`config.mk`:
```
export PLATFORM = sky130hd
export DESIGN_NAME = lcr_receiver
export DESIGN_NICKNAME = d
export VERILOG_FILES = /design/src/pkg/lcr_pkg.sv /design/src/hdl/lcr_receiver.sv /design/src/hdl/lcr_beam_count.sv
export VERILOG_INCLUDE_DIRS = /design/src /design/src/pkg
export SDC_FILE = /design/constraint.sdc
export NUM_CORES = 1
export LEC_CHECK = 0
export ABC_AREA = 0
export BUFFER_PORTS_ARGS = -buffer_cell sky130_fd_sc_hd__buf_2
export CORE_MARGIN = 1
export CORE_UTILIZATION = 45
export CTS_CLUSTER_DIAMETER = 100
export DETAILED_ROUTE_END_ITERATION = 7
export GPL_TIMING_DRIVEN = 0
export PLACE_DENSITY = 0.68
export SLEW_MARGIN = 20
export SYNTH_ARGS = -nofsm -noshare
export SYNTH_HDL_FRONTEND = slang
export SYNTH_SLANG_ARGS = --single-unit
```
`constraint.sdc`:
```
create_clock -name pclk -period 9.7 [get_ports pclk]
set_input_delay 0.485 -clock pclk [delete_from_list [all_inputs] [get_ports pclk]]
set_output_delay 0.485 -clock pclk [all_outputs]
set_load 0.03 [all_outputs]
```
`src/pkg/lcr_regs.svh`:
```
// Register offsets, field positions, reset values and timing counts for the
// light curtain receiver sequencer. Assumes a 200 MHz pclk.
`ifndef LCR_REGS_SVH
`define LCR_REGS_SVH

// ==========================================================================
// Register offsets (byte addresses)
`define LCR_CTRL_OFF 12'h000
`define LCR_STAT_OFF 12'h004
`define LCR_BEAM_OFF 12'h008
`define LCR_IRQ_OFF 12'h00c
`define LCR_MASK_OFF 12'h010
`define LCR_DISP_OFF 12'h014
`define LCR_LAMP_OFF 12'h018

// ==========================================================================
// Field positions
`define LCR_CTRL_FAULT_BIT 0
`define LCR_CTRL_SCAN_LSB 4
`define LCR_CTRL_ECODE_LSB 8
`define LCR_IRQ_ALIGN_BIT 0
`define LCR_IRQ_RUN_BIT 1
`define LCR_IRQ_TRIP_BIT 2
`define LCR_IRQ_CLEAR_BIT 3
`define LCR_IRQ_LOCK_BIT 4
`define LCR_IRQ_W 5

// ==========================================================================
// Reset values and display codes
`define LCR_CTRL_RST 32'h0000_0000
`define LCR_MASK_RST 5'h00
`define LCR_DISP_BLANK 4'hf
`define LCR_DISP_SYNC 4'he
`define LCR_DISP_RUN 4'h8

// ==========================================================================
// Timing: flash half period 250 ms, scan code step 500 ms, self-test 1 ms
`define LCR_CLK_MHZ 200
`define LCR_FLASH_MS 250
`define LCR_STEP_MS 500
`define LCR_TEST_US 1000
`define LCR_FLASH_CYC (`LCR_FLASH_MS * 1000 * `LCR_CLK_MHZ)
`define LCR_STEP_CYC (`LCR_STEP_MS * 1000 * `LCR_CLK_MHZ)
`define LCR_TEST_CYC (`LCR_TEST_US * `LCR_CLK_MHZ)
`define LCR_SCAN_REPEATS 3

`endif

```
`src/pkg/lcr_pkg.sv`:
```
// Types for the light curtain receiver sequencer.
// Assumes lcr_regs.svh supplies all numeric constants.
package lcr_pkg;
  // Gray coded along power-up, align, run; lockout off the path
  typedef enum logic [2:0] {
    LCR_POWERUP = 3'b000,
    LCR_ALIGN = 3'b001,
    LCR_RUN = 3'b011,
    LCR_LOCKOUT = 3'b010
  } lcr_state_e;
  typedef enum logic [1:0] {
    LCR_LAMP_OFF = 2'b00,
    LCR_LAMP_GREEN = 2'b01,
    LCR_LAMP_RED = 2'b10
  } lcr_lamp_e;
endpackage

```
`src/hdl/lcr_receiver.sv`:
```
// Receiver state sequencer and indicator driver with an APB register slave.
// Assumes beam status, sync and fault inputs are synchronous to pclk.
`timescale 1ns/10ps
`include "lcr_regs.svh"
module lcr_receiver #(
  parameter int unsigned FLASH_CYC = `LCR_FLASH_CYC,
  parameter int unsigned STEP_CYC = `LCR_STEP_CYC,
  parameter int unsigned TEST_CYC = `LCR_TEST_CYC
) (
  input wire logic pclk,
  input wire logic presetn,
  input wire logic psel,
  input wire logic penable,
  input wire logic pwrite,
  input wire logic [11:0] paddr,
  input wire logic [31:0] pwdata,
  output logic [31:0] prdata,
  output logic pready,
  output logic pslverr,
  input wire logic [63:0] beam_blocked,
  input wire logic sync_valid,
  input wire logic self_test_fail,
  input wire logic critical_fault,
  output logic safety_output_pair_1,
  output logic safety_output_pair_2,
  output lcr_pkg::lcr_lamp_e status_lamp,
  output logic run_lamp,
  output lcr_pkg::lcr_lamp_e zone_lamp [8],
  output logic [3:0] display_digit,
  output logic scanning,
  output logic irq
);
  import lcr_pkg::*;

  // ==========================================================================
  // Declarations
  lcr_state_e state_q, state_d;
  logic [31:0] ctrl_q;
  logic [`LCR_IRQ_W-1:0] irq_q, mask_q, ev;
  logic [31:0] tmr_q;
  logic [31:0] flash_q;
  logic flash_ph_q;
  logic [2:0] step_q;
  logic [3:0] ecode_q;
  logic [6:0] blk_cnt;
  logic [7:0] zone_blk;
  logic outputs_on;
  logic wr_en, rd_en;
  logic [31:0] rd_val;
  logic addr_ok;
  logic fault_in;

  lcr_beam_count u_count (
    .beam_blocked(beam_blocked),
    .blocked_count(blk_cnt),
    .zone_blocked(zone_blk)
  );

  function automatic lcr_lamp_e lamp_of(input logic red);
    return red ? LCR_LAMP_RED : LCR_LAMP_GREEN;
  endfunction

  // ==========================================================================
  // APB slave: zero wait states, unmapped addresses answer with pslverr
  assign pready = 1'b1;
  assign wr_en = psel & penable & pwrite;
  assign rd_en = psel & penable & ~pwrite;
  assign fault_in = critical_fault | ctrl_q[`LCR_CTRL_FAULT_BIT];

  always_comb begin
    rd_val = 32'h0000_0000;
    addr_ok = 1'b1;
    if (paddr == `LCR_CTRL_OFF) begin
      rd_val = ctrl_q;
    end else if (paddr == `LCR_STAT_OFF) begin
      rd_val = {20'h00000, ecode_q, 1'b0, safety_output_pair_1, run_lamp, scanning, 1'b0,
                state_q};
    end else if (paddr == `LCR_BEAM_OFF) begin
      rd_val = {17'h00000, blk_cnt, zone_blk};
    end else if (paddr == `LCR_IRQ_OFF) begin
      rd_val = {27'h0000000, irq_q};
    end else if (paddr == `LCR_MASK_OFF) begin
      rd_val = {27'h0000000, mask_q};
    end else if (paddr == `LCR_DISP_OFF) begin
      rd_val = {28'h0000000, display_digit};
    end else if (paddr == `LCR_LAMP_OFF) begin
      rd_val = {26'h0000000, run_lamp, 1'b0, 2'(status_lamp), 2'b00};
    end else begin
      addr_ok = 1'b0;
    end
  end

  assign pslverr = psel & penable & ~addr_ok;

  always_ff @(posedge pclk or negedge presetn) begin
    if (!presetn) begin
      prdata <= 32'h0000_0000;
    end else if (psel & ~penable & ~pwrite) begin
      prdata <= rd_val;
    end
  end

  always_ff @(posedge pclk or negedge presetn) begin
    if (!presetn) begin
      ctrl_q <= `LCR_CTRL_RST;
    end else if (wr_en && paddr == `LCR_CTRL_OFF) begin
      ctrl_q <= pwdata;
    end
  end

  always_ff @(posedge pclk or negedge presetn) begin
    if (!presetn) begin
      mask_q <= `LCR_MASK_RST;
    end else if (wr_en && paddr == `LCR_MASK_OFF) begin
      mask_q <= pwdata[`LCR_IRQ_W-1:0];
    end
  end

  // ==========================================================================
  // State sequencer
  always_comb begin
    state_d = state_q;
    case (state_q)
      LCR_POWERUP: begin
        if (tmr_q >= TEST_CYC - 1 && self_test_fail | fault_in) begin
          state_d = LCR_LOCKOUT;
        end else if (step_q == 3'(2 * `LCR_SCAN_REPEATS)) begin
          state_d = LCR_ALIGN;
        end
      end
      LCR_ALIGN: begin
        if (fault_in) begin
          state_d = LCR_LOCKOUT;
        end else if (sync_valid && blk_cnt == 7'h00) begin
          state_d = LCR_RUN;
        end
      end
      LCR_RUN: begin
        if (fault_in) begin
          state_d = LCR_LOCKOUT;
        end
      end
      default: state_d = LCR_LOCKOUT;
    endcase
  end

  // Lockout only leaves by power cycle, i.e. reset
  always_ff @(posedge pclk or negedge presetn) begin
    if (!presetn) begin
      state_q <= LCR_POWERUP;
    end else begin
      state_q <= state_d;
    end
  end

  always_ff @(posedge pclk or negedge presetn) begin
    if (!presetn) begin
      ecode_q <= 4'h0;
    end else if (state_q != LCR_LOCKOUT && state_d == LCR_LOCKOUT) begin
      ecode_q <= self_test_fail ? 4'h1 : ctrl_q[`LCR_CTRL_ECODE_LSB +: 4];
    end
  end

  // ==========================================================================
  // Timers: self-test, scan code steps, flash phase
  always_ff @(posedge pclk or negedge presetn) begin
    if (!presetn) begin
      tmr_q <= 32'h0000_0000;
      step_q <= 3'h0;
    end else if (state_q != LCR_POWERUP) begin
      tmr_q <= 32'h0000_0000;
      step_q <= 3'h0;
    end else if (tmr_q >= STEP_CYC - 1) begin
      tmr_q <= 32'h0000_0000;
      step_q <= step_q + 3'h1;
    end else begin
      tmr_q <= tmr_q + 32'h1;
    end
  end

  always_ff @(posedge pclk or negedge presetn) begin
    if (!presetn) begin
      flash_q <= 32'h0000_0000;
      flash_ph_q <= 1'b0;
    end else if (flash_q >= FLASH_CYC - 1) begin
      flash_q <= 32'h0000_0000;
      flash_ph_q <= ~flash_ph_q;
    end else begin
      flash_q <= flash_q + 32'h1;
    end
  end

  // ==========================================================================
  // Safety outputs: combinational so a blocked beam drops them the same cycle
  assign outputs_on = (state_q == LCR_RUN) && (blk_cnt == 7'h00) && !fault_in;
  assign safety_output_pair_1 = outputs_on;
  assign safety_output_pair_2 = outputs_on;
  assign scanning = (state_q == LCR_ALIGN) || (state_q == LCR_RUN);
  assign run_lamp = (state_q == LCR_RUN);

  // ==========================================================================
  // Lamps and display
  always_comb begin
    case (state_q)
      LCR_POWERUP: status_lamp = (step_q == 3'h0) ? LCR_LAMP_RED : LCR_LAMP_OFF;
      LCR_LOCKOUT: status_lamp = flash_ph_q ? LCR_LAMP_RED : LCR_LAMP_OFF;
      default: status_lamp = outputs_on ? LCR_LAMP_GREEN : LCR_LAMP_RED;
    endcase
  end

  always_ff @(posedge pclk or negedge presetn) begin
    if (!presetn) begin
      for (int z = 0; z < 8; z++) begin
        zone_lamp[z] <= LCR_LAMP_OFF;
      end
    end else begin
      for (int z = 0; z < 8; z++) begin
        case (state_q)
          LCR_POWERUP: zone_lamp[z] <= (step_q == 3'h0) ? LCR_LAMP_RED : LCR_LAMP_OFF;
          LCR_ALIGN: begin
            if (beam_blocked[0]) begin
              zone_lamp[z] <= (z == 0) ? LCR_LAMP_RED : LCR_LAMP_OFF;
            end else begin
              zone_lamp[z] <= lamp_of(zone_blk[z]);
            end
          end
          LCR_RUN: zone_lamp[z] <= lamp_of(zone_blk[z]);
          default: zone_lamp[z] <= LCR_LAMP_OFF;
        endcase
      end
    end
  end

  always_ff @(posedge pclk or negedge presetn) begin
    if (!presetn) begin
      display_digit <= `LCR_DISP_BLANK;
    end else begin
      case (state_q)
        LCR_POWERUP: begin
          // Even steps show the code, odd steps blank: three flashes.
          // The hand-over step to alignment stays blank, else a fourth flash shows.
          if (step_q[0] || step_q >= 3'(2 * `LCR_SCAN_REPEATS)) begin
            display_digit <= `LCR_DISP_BLANK;
          end else begin
            display_digit <= ctrl_q[`LCR_CTRL_SCAN_LSB +: 4];
          end
        end
        LCR_ALIGN: begin
          if (beam_blocked[0]) begin
            display_digit <= `LCR_DISP_SYNC;
          end else begin
            display_digit <= (blk_cnt > 7'h09) ? 4'h9 : blk_cnt[3:0];
          end
        end
        LCR_RUN: begin
          if (blk_cnt == 7'h00) begin
            display_digit <= `LCR_DISP_RUN;
          end else begin
            // One digit only: counts above nine saturate
            display_digit <= (blk_cnt > 7'h09) ? 4'h9 : blk_cnt[3:0];
          end
        end
        default: display_digit <= ecode_q;
      endcase
    end
  end

  // ==========================================================================
  // Sticky event flags, cleared by reading; a new event wins over the clear
  assign ev[`LCR_IRQ_ALIGN_BIT] = (state_q == LCR_POWERUP) && (state_d == LCR_ALIGN);
  assign ev[`LCR_IRQ_RUN_BIT] = (state_q == LCR_ALIGN) && (state_d == LCR_RUN);
  assign ev[`LCR_IRQ_TRIP_BIT] = (state_q == LCR_RUN) && (blk_cnt != 7'h00);
  assign ev[`LCR_IRQ_CLEAR_BIT] = (state_q == LCR_RUN) && outputs_on;
  assign ev[`LCR_IRQ_LOCK_BIT] = (state_q != LCR_LOCKOUT) && (state_d == LCR_LOCKOUT);

  always_ff @(posedge pclk or negedge presetn) begin
    if (!presetn) begin
      irq_q <= '0;
    end else if (rd_en && paddr == `LCR_IRQ_OFF) begin
      // Clear only what the read returned, so an event of the setup cycle survives
      irq_q <= (irq_q & ~prdata[`LCR_IRQ_W-1:0]) | ev;
    end else begin
      irq_q <= irq_q | ev;
    end
  end

  assign irq = |(irq_q & mask_q);
endmodule

```
`src/hdl/lcr_beam_count.sv`:
```
// Counts blocked beams and folds the beam vector into eight zone flags.
// Assumes a 64-beam curtain, one beam bit per input, 1 = blocked.
`timescale 1ns/10ps
module lcr_beam_count (
  input wire logic [63:0] beam_blocked,
  output logic [6:0] blocked_count,
  output logic [7:0] zone_blocked
);
  import lcr_pkg::*;

  // ==========================================================================
  // Combinational count and zone fold
  always_comb begin
    blocked_count = 7'h00;
    zone_blocked = 8'h00;
    for (int i = 0; i < 64; i++) begin
      blocked_count = blocked_count + {6'h00, beam_blocked[i]};
      zone_blocked[i / 8] = zone_blocked[i / 8] | beam_blocked[i];
    end
  end
endmodule

```
==> results.md, run 1 <==
* Setup TNS at 0 ns
* Post-CTS sizing at 0
* Core Box Area at 21000 um^2
* Cell Area, Synth at 9610 um^2
* Die area at 21900 um^2
* Startpoint types: primary input
* Die Ht at 148 um
* Post-layout min period at 8.29 ns
* Ys Warns at 0
* Sequential share of the synthesized area at 0.440
* First-pass iteration count of the detailed router at 5
* GP Congestion at 0.950
* Peak supply drop at 747 uV
* Remaining Overflow, GRT at 0
* Asr flop ratio synth at 1.00
* Status: complete, no violations
* Synth Instances at 938
* Sw frac at 0.466
* Worst setup path class: primary input to primary output
* Chip width at 148 um
* Worst reg2reg path depth at 8
* Worst setup slack after placement at 1.45 ns
* TritonCTS buffer count at 17
* Average wire per standard cell at 16.8 um
* Initial DRC count at 560
* Share of the synthesized area in the top cell type at 0.430
* Register share of total power at 0.157
* Reg clk slew, reported paths at 0.07 ns
* Avg Cell Area, Syn at 10.2 um^2
* Fmax at 121 MHz
* Power per cell area at 395 nW/um^2
* Clock share of power at 0.164
* Cell taking the most area after synthesis: dfrtp_1
* Final worst-path cycle share at 0.855
* Clock Tree Root: clkbuf_16
* Switching power at 2.13 mW
* Comb power frac at 0.679
* Post-route ant nets at 0
* Yosys reg bits at 169
* CP Data Arrival Time at 7.81 ns
* RSZ-0062 raised after global routing: no
* Residual DRC count at 0
* Clk_lat worst skew at 0.44 ns
* Power Internal at 2.43 mW
* Ports at 177
* Initial antenna violation count at 2
* CP Capture Type: primary output
* R2r setup slk at 7.11 ns
* CTS tree: built
* Maximum buffer depth of the clock tree at 2
* Final hold violations at 0
* Initial Util at 0.459
* First-pass GRT wire length at 39600 um
* Max_slew headroom at 0.345
* Number of flops mapped to enable cells by yosys at 0
* Area growth, synth to finish at 20.2%
* Clock Skews at 0.00979 ns
* Worst min path class: primary input to async pin
* Nets at 1335
* CTS Sinks at 169
* Main area contributors after synthesis: dfrtp_1 (43%), fa_1 (11%), inv_1 (4.4%)
* CTS Hold Bufs at 0
* Yosys cell types at 67
* Worst-Margin Slew at 0.975 ns
* Pleak at 5.73 nW
* Primary flip-flop cell chosen by synthesis mapping: dfrtp_1
* Worst r2r src: state_q[2]
* Critical-path maximum fanout at 6
* Required time worst endpoint at 9.22 ns
* R2r endpoint: prdata[3]
* Post-DP HPWL at 18800 um
* Max-slew violation count at 0
* WL final at 24100 um
* GRT Overall Usage at 0.235
* Port Buffers at 174
* H-tree depth at 4
* Final worst-path setup slack at 1.41 ns
* Final setup viols at 0
* Max-Cap Viols at 0
* Vias at 7444
* Vias in the first global route at 7618
* Setup Fix Bufs, Post-CTS at 0
* FP Rows at 53
* Ratio of cells with drive above 1 in the final layout at 0.237
* Largest net degree at the start of global routing at 96
* Vias/cell at 5.20
power groups by stage:
stage | Sequential [mW] | Combinational (mW) | Clock, mW
after floorplan | 0.730 | 2.58 | 0
after global placement | 0.730 | 3.04 | 0
after detailed placement | 0.730 | 3.08 | 0
after CTS | 0.716 | 3.10 | 0.758
after global routing | 0.717 | 3.50 | 0.789
final | 0.716 | 3.10 | 0.747
registers in the layout, indices dropped and copies added (netlist names):
signal and flops:
ctrl_q 32, flash_q 32, prdata 32, tmr_q 32, zone_lamp 16, irq_q 5
mask_q 5, display_digit 4, ecode_q 4, state_q 3, step_q 3, flash_ph_q 1
layer usage:
metal,GRT usage,share of wire,up-vias
met5,0,0.00050,-
met1,0.309,0.43,3587
li1,-,-,3563
met3,0.0531,0.069,36
met4,0.0809,0.020,2
met2,0.383,0.48,256
cell usage in the layout (no fill, tap or decap), types with 5 or more instances in the layout:
cell type	Yosys	layout
fa_1	54	54
or4_1	12	12
nor2b_1	10	10
a21o_1	6	6
mux2i_1	7	7
nor3_1	23	23
nor4_1	14	14
o21a_1	5	5
and3_1	14	14
clkbuf_16	0	17
a21oi_1	26	26
mux2_2	37	37
xnor2_1	25	25
a32oi_1	5	5
dfrtp_1	165	165
clkbuf_1	16	16
and4_1	6	6
nand3_1	30	30
inv_6	0	5
conb_1	2	13
buf_2	8	181
o21ai_0	32	32
inv_1	112	112
ha_1	22	22
a22o_1	18	18
nor2_1	99	99
nand2_1	74	74
nand4_1	13	13
xor2_1	28	28
synth_stat cells, types with 13 or more instances:
| library cell | n |
|---|---|
| nand4_1 | 13 |
| nand2_1 | 74 |
| nor3_1 | 23 |
| xor2_1 | 28 |
| o21ai_0 | 32 |
| a22o_1 | 18 |
| inv_1 | 112 |
| a21oi_1 | 26 |
| fa_1 | 54 |
| dfrtp_1 | 165 |
| and3_1 | 14 |
| nand3_1 | 30 |
| mux2_2 | 37 |
| ha_1 | 22 |
| clkbuf_1 | 16 |
| xnor2_1 | 25 |
| nor2_1 | 99 |
| nor4_1 | 14 |
cells by family after synthesis:
kind of cell / after synthesis / share of synthesized area
flops: 169 / 0.440
fa+ha+maj: 76 / 0.141
other cells: 2 / 0.000781
compound gates: 129 / 0.0927
xor+xnor: 53 / 0.0483
simple gates: 320 / 0.165
buf+inv: 142 / 0.0578
mux: 47 / 0.0541
metrics by stage:
step,util,area [um^2],hold slack [ns],power (mW),std cells
4_1_cts,0.551,11600,0.0257,4.57,1431
2_1_floorplan,-,9650,0.189,3.31,949
3_5_place_dp,0.520,10900,0.450,3.81,1399
5_1_grt,0.551,11600,0.0495,5.01,1431
6_report,0.552,11600,0.000122,4.56,1432
3_3_place_gp,0.519,10900,0.442,3.77,1398
critical path, cell delays in order:
cell and delay [ns]:
buf_2 0.10, inv_1 0.14, ha_1 0.26, inv_1 0.07, fa_1 0.43, fa_1 0.55, fa_1 0.44, fa_1 0.57
fa_1 0.46, fa_1 0.54, fa_1 0.46, fa_1 0.52, fa_1 0.20, inv_1 0.06, fa_1 0.40, xnor2_1 0.29
nor3b_2 0.33, or4b_4 0.54, nor4_4 0.51, a21oi_1 0.20, buf_2 0.24
area by class of cell:
| cell class | instances | area (um^2) |
|---|---|---|
| Inverter | 113 | 429 |
| Buffer | 29 | 126 |
| Sequential cell | 169 | 4230 |
| Timing Repair Buffer | 175 | 908 |
| Fill cell | 1855 | 9400 |
| Antenna cell | 1 | 2.50 |
| Tap cell | 275 | 344 |
| Clock inverter | 14 | 209 |
| Clock buffer | 18 | 439 |
| Multi-Input combinational cell | 638 | 4860 |
worst max path at each step:
stage,from,endpoint,slack (ns),depth (start not counted)
after global placement,beam_blocked[0],status_lamp[1],1.51,20
after global routing,beam_blocked[0],status_lamp[1],1.15,22
final,beam_blocked[0],status_lamp[1],1.41,21
after CTS,beam_blocked[0],status_lamp[1],1.42,21
after detailed placement,beam_blocked[0],status_lamp[1],1.45,21
after floorplan,beam_blocked[0],status_lamp[0],2.02,19
No activity file was read; power rests on OpenSTA's default activity.
==> run 2, diff against run 1 <==
Settings changed: SYNTH_HIERARCHICAL set to 1.
==> results.md, run 2 <==
* Status: complete, no violations
* Clk_lat worst skew at 0.43 ns (about the same)
* Die area at 22200 um^2 (+1.2%)
* Post-route ant nets at 0 (unchanged)
* Main area contributors after synthesis: dfrtp_1 (42%), fa_1 (11%), mux2_2 (4.4%)
* Max-slew violation count at 0 (unchanged)
* Most frequent cell after synthesis: dfrtp_1
* Area growth, synth to finish at 19.3%
* Post-CTS sizing at 0 (unchanged)
* Worst path slowest cell: fa_1
* Final Core Density at 0.550 (-0.00127)
* Ys Warns at 6 (+6)
* Primary flip-flop cell chosen by synthesis mapping: dfrtp_1
* Power per cell area at 383 nW/um^2 (-2.9%)
* Fillers at 1919 (+3.5%)
* Vias at 7461 (+0.23%)
* Maximum buffer depth of the clock tree at 2 (unchanged)
* Fmax at 123 MHz (+1.8%)
* CP Data Arrival Time at 7.66 ns (-0.15 ns)
* Setup Fix Bufs, Post-CTS at 0 (unchanged)
* Most frequent cells in the layout: buf_2 (183), dfrtp_1 (165), nor2_1 (100), nand2_1 (100), inv_1 (97)
* Avg Cell Area, Syn at 10.2 um^2 (-0.51%)
* Vias in the first global route at 7724 (+1.4%)
* Setup TNS at 0 ns (unchanged)
* Die Ht at 149 um (+0.58%)
* Largest stage delay, worst path at 0.53 ns (-0.04 ns)
* CP Capture Type: primary output
* Yosys reg bits at 169 (unchanged)
* Synth Instances at 954 (+1.7%)
* GRT Overall Usage at 0.232 (-0.00267)
* Share of the synthesized area in the top cell type at 0.424 (-0.00503)
* Yosys cell types at 79 (+18%)
* Worst-Margin Slew at 1.12 ns (+0.147 ns)
* Core Box Area at 21100 um^2 (+0.63%)
* CP dominant cell by count: fa_1
* Cell taking the most area after synthesis: dfrtp_1
* Worst setup path class: primary input to primary output
* Critical-path maximum fanout at 7 (+1)
* Vias/cell at 5.15 (-0.88%)
* Clock Tree Root: clkbuf_16
* Number of flops mapped to enable cells by yosys at 0 (unchanged)
* RSZ-0062 raised after global routing: no
* Final worst-path cycle share at 0.839 (-0.0153)
* Clock Skews at 0.00806 ns (-0.00173 ns)
* CTS tree: built
* Initial Util at 0.461 (+0.00251)
* Worst min path class: primary input to async pin
* Final setup viols at 0 (unchanged)
* GP Congestion at 0.885 (-6.8%)
* Reg clk slew, reported paths at 0.07 ns (about the same)
* Most frequent cells after synthesis: dfrtp_1 (165), nand2_1 (100), nor2_1 (100)
* CTS Sinks at 169 (unchanged)
* First-pass iteration count of the detailed router at 5 (unchanged)
* WL final at 23900 um (-1.1%)
* Commonest non-fill, non-tap cell in the layout: buf_2
* Residual DRC count at 0 (unchanged)
* FP Rows at 53 (unchanged)
* Diodes inserted at 0 (-1)
* H-tree depth at 4 (unchanged)
* Asr flop ratio synth at 1.00 (unchanged)
* Port Buffers at 175 (+0.57%)
* Ratio of cells with drive above 1 in the final layout at 0.246 (+0.00935)
* Average wire per standard cell at 16.5 um (-2.2%)
* Pleak at 5.80 nW (+1.3%)
* Chip width at 149 um (+0.58%)
* Nets at 1351 (+1.2%)
* Max-Cap Viols at 0 (unchanged)
* CP delay by family, top: adder cells
* TritonCTS buffer count at 17 (unchanged)
* Ports at 177 (unchanged)
* Initial DRC count at 391 (-30%)
* Post-DP HPWL at 18500 um (-1.3%)
* Largest net degree at the start of global routing at 99 (+3.1%)
* Peak supply drop at 728 uV (-2.5%)
* Post-layout min period at 8.14 ns (-0.148 ns)
* Max_slew headroom at 0.245 (-0.0999)
* Cell Area, Synth at 9730 um^2 (+1.2%)
* Initial antenna violation count at 0 (-2)
* CP Buf/Inv Count at 9 (+4)
* Final hold violations at 0 (unchanged)
* CTS Hold Bufs at 0 (unchanged)
* Remaining Overflow, GRT at 0 (unchanged)
* Startpoint types: primary input
* Required time worst endpoint at 9.22 ns (about the same)
* Sequential share of the synthesized area at 0.435 (-0.00516)
* First-pass GRT wire length at 39700 um (+0.23%)
run 2: final timing paths:
path | startpoint | endpoint | slack [ns] | cells after the start
min reg2reg | prdata[16] | prdata[16] | 0.46 | 2
max | beam_blocked[53] | status_lamp[1] | 1.56 | 25
max in group asynchronous | presetn | display_digit[2] | 8.81 | 2
min | presetn | prdata[17] | 0.07 | 1
min in group pclk | pwdata[8] | ctrl_q[8] | 0.28 | 2
max reg2reg | step_q[0] | prdata[3] | 7.35 | 8
run 2: cells by family after synthesis:
kind of cell / Yosys count / synth area share
AO/OA/AOI/OAI: 129 / 0.0917
XOR/XNOR: 49 / 0.0441
adder cells (fa/ha/maj): 75 / 0.138
buffers and inverters: 130 / 0.0563
flip-flops: 169 / 0.435
multiplexers: 45 / 0.0512
other: 2 / 0.000772
AND/OR/NAND/NOR: 355 / 0.182
run 2: layer usage:
| metal | global-route usage | routed length [um] | part of all wire | vias up |
|---|---|---|---|---|
| met4 | 0.0684 | 452 | 0.019 | 0 |
| met2 | 0.368 | 11300 | 0.47 | 182 |
| met3 | 0.0385 | 972 | 0.041 | 30 |
| li1 | - | - | - | 3615 |
| met5 | 0 | 0 | 0 | - |
| met1 | 0.328 | 11200 | 0.47 | 3634 |
run 2: area by class of cell:
cell class / count / area (um^2) / area share
inverter: 98 / 368 / 0.0317
clock inverter: 14 / 139 / 0.0120
buffer: 32 / 180 / 0.0155
clock buffer: 18 / 439 / 0.0378
sequential: 169 / 4230 / 0.365
timing repair buffer: 176 / 913 / 0.0787
multi-input combinational: 666 / 4990 / 0.430
tap: 275 / 344 / 0.0297
run 2: power breakdown:
group / switching [mW] / internal [mW]
clock: 0.297 / 0.366
sequential: 0.00755 / 0.714
combinational: 1.87 / 1.19
run 2: worst register-to-register path: cells and delay by family (launching register included):
family                     cells  cell delay, ns
DFF                            1            0.38
adders and majority gates      1            0.20
and+or+nand+nor                2            0.21
AOI/OAI and AO/OA              4            1.34
buffers and inverters          1            0.10
run 2: per-stage QoR:
stage          area, um^2  hold WS, ns  setup slack [ns]  power [mW]  cells
5_1_grt             11600        0.119              1.16        4.91   1448
6_report            11600       0.0668              1.56        4.44   1448
2_1_floorplan        9770        0.189              2.20        3.09    965
4_1_cts             11600        0.100              1.62        4.47   1448
3_3_place_gp        11000        0.445              1.72        3.71   1415
3_5_place_dp        11000        0.451              1.66        3.78   1416
==> run 3, diff against run 2 <==
Settings changed: ABC_AREA 0 to 1.
Clock period 9.7 ns to 8.55 ns, I/O delays scaled along.
==> results.md, run 3 <==
* Status: complete, no violations
* Met1 GRT Util at 0.324 (-0.00392)
* Most frequent cells in the layout: nand2_1 (238), inv_1 (186), buf_2 (185), dfrtp_1 (165), nor2_1 (118)
* Setup Fix Bufs, Post-CTS at 0 (unchanged)
* Initial Util at 0.464 (+0.00248)
* Post-DP HPWL at 19400 um (+4.3%)
* TritonCTS buffer count at 17 (unchanged)
* Final Cell Area at 11700 um^2 (+1.2%)
* First-pass iteration count of the detailed router at 7 (+2)
* Required time worst endpoint at 8.12 ns (-1.10 ns)
* Die area at 22500 um^2 (+1.2%)
* Final Core Density at 0.553 (+0.00305)
* Startpoint types: primary input
* Yosys cell types at 50 (-37%)
* Peak supply drop at 945 uV (+30%)
* Placed Area at 11100 um^2 (+1.0%)
* FP Rows at 53 (unchanged)
* H-tree depth at 4 (unchanged)
* CTS Hold Bufs at 0 (unchanged)
* Post-route ant nets at 0 (unchanged)
* Worst setup path class: primary input to primary output
* Max-Cap Viols at 0 (unchanged)
* Residual DRC count at 0 (unchanged)
* Main area contributors after synthesis: dfrtp_1 (42%), fa_1 (11%), nand2_1 (9.1%)
* Largest net degree at the start of global routing at 93 (-6.1%)
* Clock Tree Root: clkbuf_16
* Share of the synthesized area in the top cell type at 0.420 (-0.00491)
* R2r setup slk at 6.47 ns (-0.88 ns)
* Ys Warns at 6 (unchanged)
* WL final at 24600 um (+3.0%)
* Chip width at 150 um (+0.58%)
* Average wire per standard cell at 15.1 um (-8.6%)
* Vias/cell at 5.06 (-1.8%)
* Post-layout min period at 7.57 ns
* Power per cell area at 389 nW/um^2 (+1.6%)
* Worst reg2reg path depth at 9 (+1)
* GR Util met3 at 0.0338 (-0.00469)
* Maximum buffer depth of the clock tree at 2 (unchanged)
* Final setup viols at 0 (unchanged)
* Port Buffers at 175 (unchanged)
* Clock Skews at 0.00726 ns (-0.000797 ns)
* Finished Layout Cells at 1632 (+13%)
* Synth Instances at 1138 (+19%)
* RSZ-0062 raised after global routing: no
* GR peak layer: met2
* Setup TNS at 0 ns (unchanged)
* Asr flop ratio synth at 1.00 (unchanged)
* Met2 usage at 0.378 (+0.0101)
* Ports at 177 (unchanged)
* Initial antenna violation count at 0 (unchanged)
* Ratio of cells with drive above 1 in the final layout at 0.209 (-0.0371)
* Placed Cells incl. Taps at 1600 (+13%)
* Vias in the first global route at 8094 (+4.8%)
* Max-slew violation count at 0 (unchanged)
* GP Congestion at 0.891 (+0.68%)
* Final worst-path cycle share at 0.885
* Yosys reg bits at 169 (unchanged)
* Core Box Area at 21200 um^2 (+0.63%)
* Primary flip-flop cell chosen by synthesis mapping: dfrtp_1
* Post-CTS sizing at 0 (unchanged)
* CTS Sinks at 169 (unchanged)
* GRT Overall Usage at 0.235 (+0.00278)
* Sequential share of the synthesized area at 0.430 (-0.00504)
* Die Ht at 150 um (+0.58%)
* Worst min path class: primary input to async pin
* Initial DRC count at 455 (+16%)
* Reg clk slew, reported paths at 0.07 ns (about the same)
* Diodes inserted at 0 (unchanged)
* Number of flops mapped to enable cells by yosys at 0 (unchanged)
* Fmax at 132 MHz
* Commonest non-fill, non-tap cell in the layout: nand2_1
* Pleak at 5.91 nW (+1.9%)
* Avg Cell Area, Syn at 8.65 um^2 (-15%)
* Area growth, synth to finish at 19.3% (about the same)
* Worst r2r src: tmr_q[0]
* Cell taking the most area after synthesis: dfrtp_1
* CTS tree: built
* Vias at 8260 (+11%)
* Nets at 1535 (+14%)
* Critical-path maximum fanout at 6 (-1)
* Final hold violations at 0 (unchanged)
* Clk_lat worst skew at 0.43 ns (about the same)
* Remaining Overflow, GRT at 0 (unchanged)
* R2r endpoint: tmr_q[23]
* Most frequent cells after synthesis: nand2_1 (238), inv_1 (186), dfrtp_1 (165)
* Cell Area, Synth at 9840 um^2 (+1.2%)
* First-pass GRT wire length at 40500 um (+2.2%)
* Worst-Margin Slew at 0.694 ns (-0.428 ns)
* CP Capture Type: primary output
* Max_slew headroom at 0.538 (+0.292)
* Most frequent cell after synthesis: nand2_1
* CP Data Arrival Time at 7.14 ns (-0.52 ns)
-- run 3: layout make-up --
type                       instances  area [um^2]
inverter                         190          713
fill                            1978         9480
buffer                            22          104
timing repair buffer             176          913
tap                              275          344
multi-input combinational        768         4830
clock inverter                    15          176
sequential                       169         4230
clock buffer                      17          425
-- run 3: layer usage --
metal  up-vias  part of all wire  routed length [um]
met1      3987              0.46               11400
met5         -                 0                   0
met3        34             0.044                1080
met4         0             0.021                 507
met2       208              0.47               11600
li1       4031                 -                   -
-- run 3: cells by family after synthesis --
kind of cell,count (synthesis),share of synthesized area
and+or+nand+nor,509,0.232
buffers and inverters,212,0.0830
DFF,169,0.430
AOI/OAI and AO/OA,132,0.0765
adders and majority gates,75,0.137
muxes,24,0.0275
xor gates and xnor gates,15,0.0133
other,2,0.000763
-- run 3: report_power, final --
| part | internal [mW] | switching, mW | total [mW] |
|---|---|---|---|
| Clock | 0.395 | 0.374 | 0.769 |
| Combinational | 1.09 | 1.88 | 2.98 |
| Sequential | 0.813 | 0.00962 | 0.823 |
-- run 3: worst max-delay path by stage --
| stage | start | to | slack (ns) | depth (start not counted) |
|---|---|---|---|---|
| after floorplan | beam_blocked[53] | prdata[3] | 1.40 | 30 |
| after global placement | beam_blocked[53] | safety_output_pair_2 | 0.99 | 26 |
| after detailed placement | beam_blocked[53] | safety_output_pair_2 | 0.97 | 26 |
| after CTS | beam_blocked[0] | safety_output_pair_2 | 0.94 | 22 |
| after global routing | beam_blocked[53] | safety_output_pair_2 | 0.71 | 26 |
| final | beam_blocked[53] | safety_output_pair_2 | 0.98 | 26 |
-- run 3: critical path: stages --
cell      delay [ns]
buf_2           0.12
fa_1            0.54
inv_1           0.06
fa_1            0.50
inv_1           0.05
fa_1            0.48
inv_1           0.05
fa_1            0.47
inv_1           0.05
fa_1            0.48
inv_1           0.05
fa_1            0.50
fa_1            0.43
fa_1            0.50
inv_1           0.04
ha_1            0.21
fa_1            0.41
nand3_1         0.09
nand2_1         0.09
nand2_1         0.07
a21oi_1         0.07
nor3_1          0.37
nand3b_1        0.21
nor3_2          0.44
buf_4           0.22
buf_2           0.19
-- run 3: through the flow --
step / total power [mW] / hold WS (ns) / worst slack, ns
2_1_floorplan: 3.16 / 0.132 / 1.40
3_3_place_gp: 3.78 / 0.450 / 0.991
3_5_place_dp: 3.80 / 0.452 / 0.970
4_1_cts: 4.59 / 0.0349 / 0.938
5_1_grt: 5.18 / 0.0772 / 0.710
6_report: 4.57 / 0.00508 / 0.984
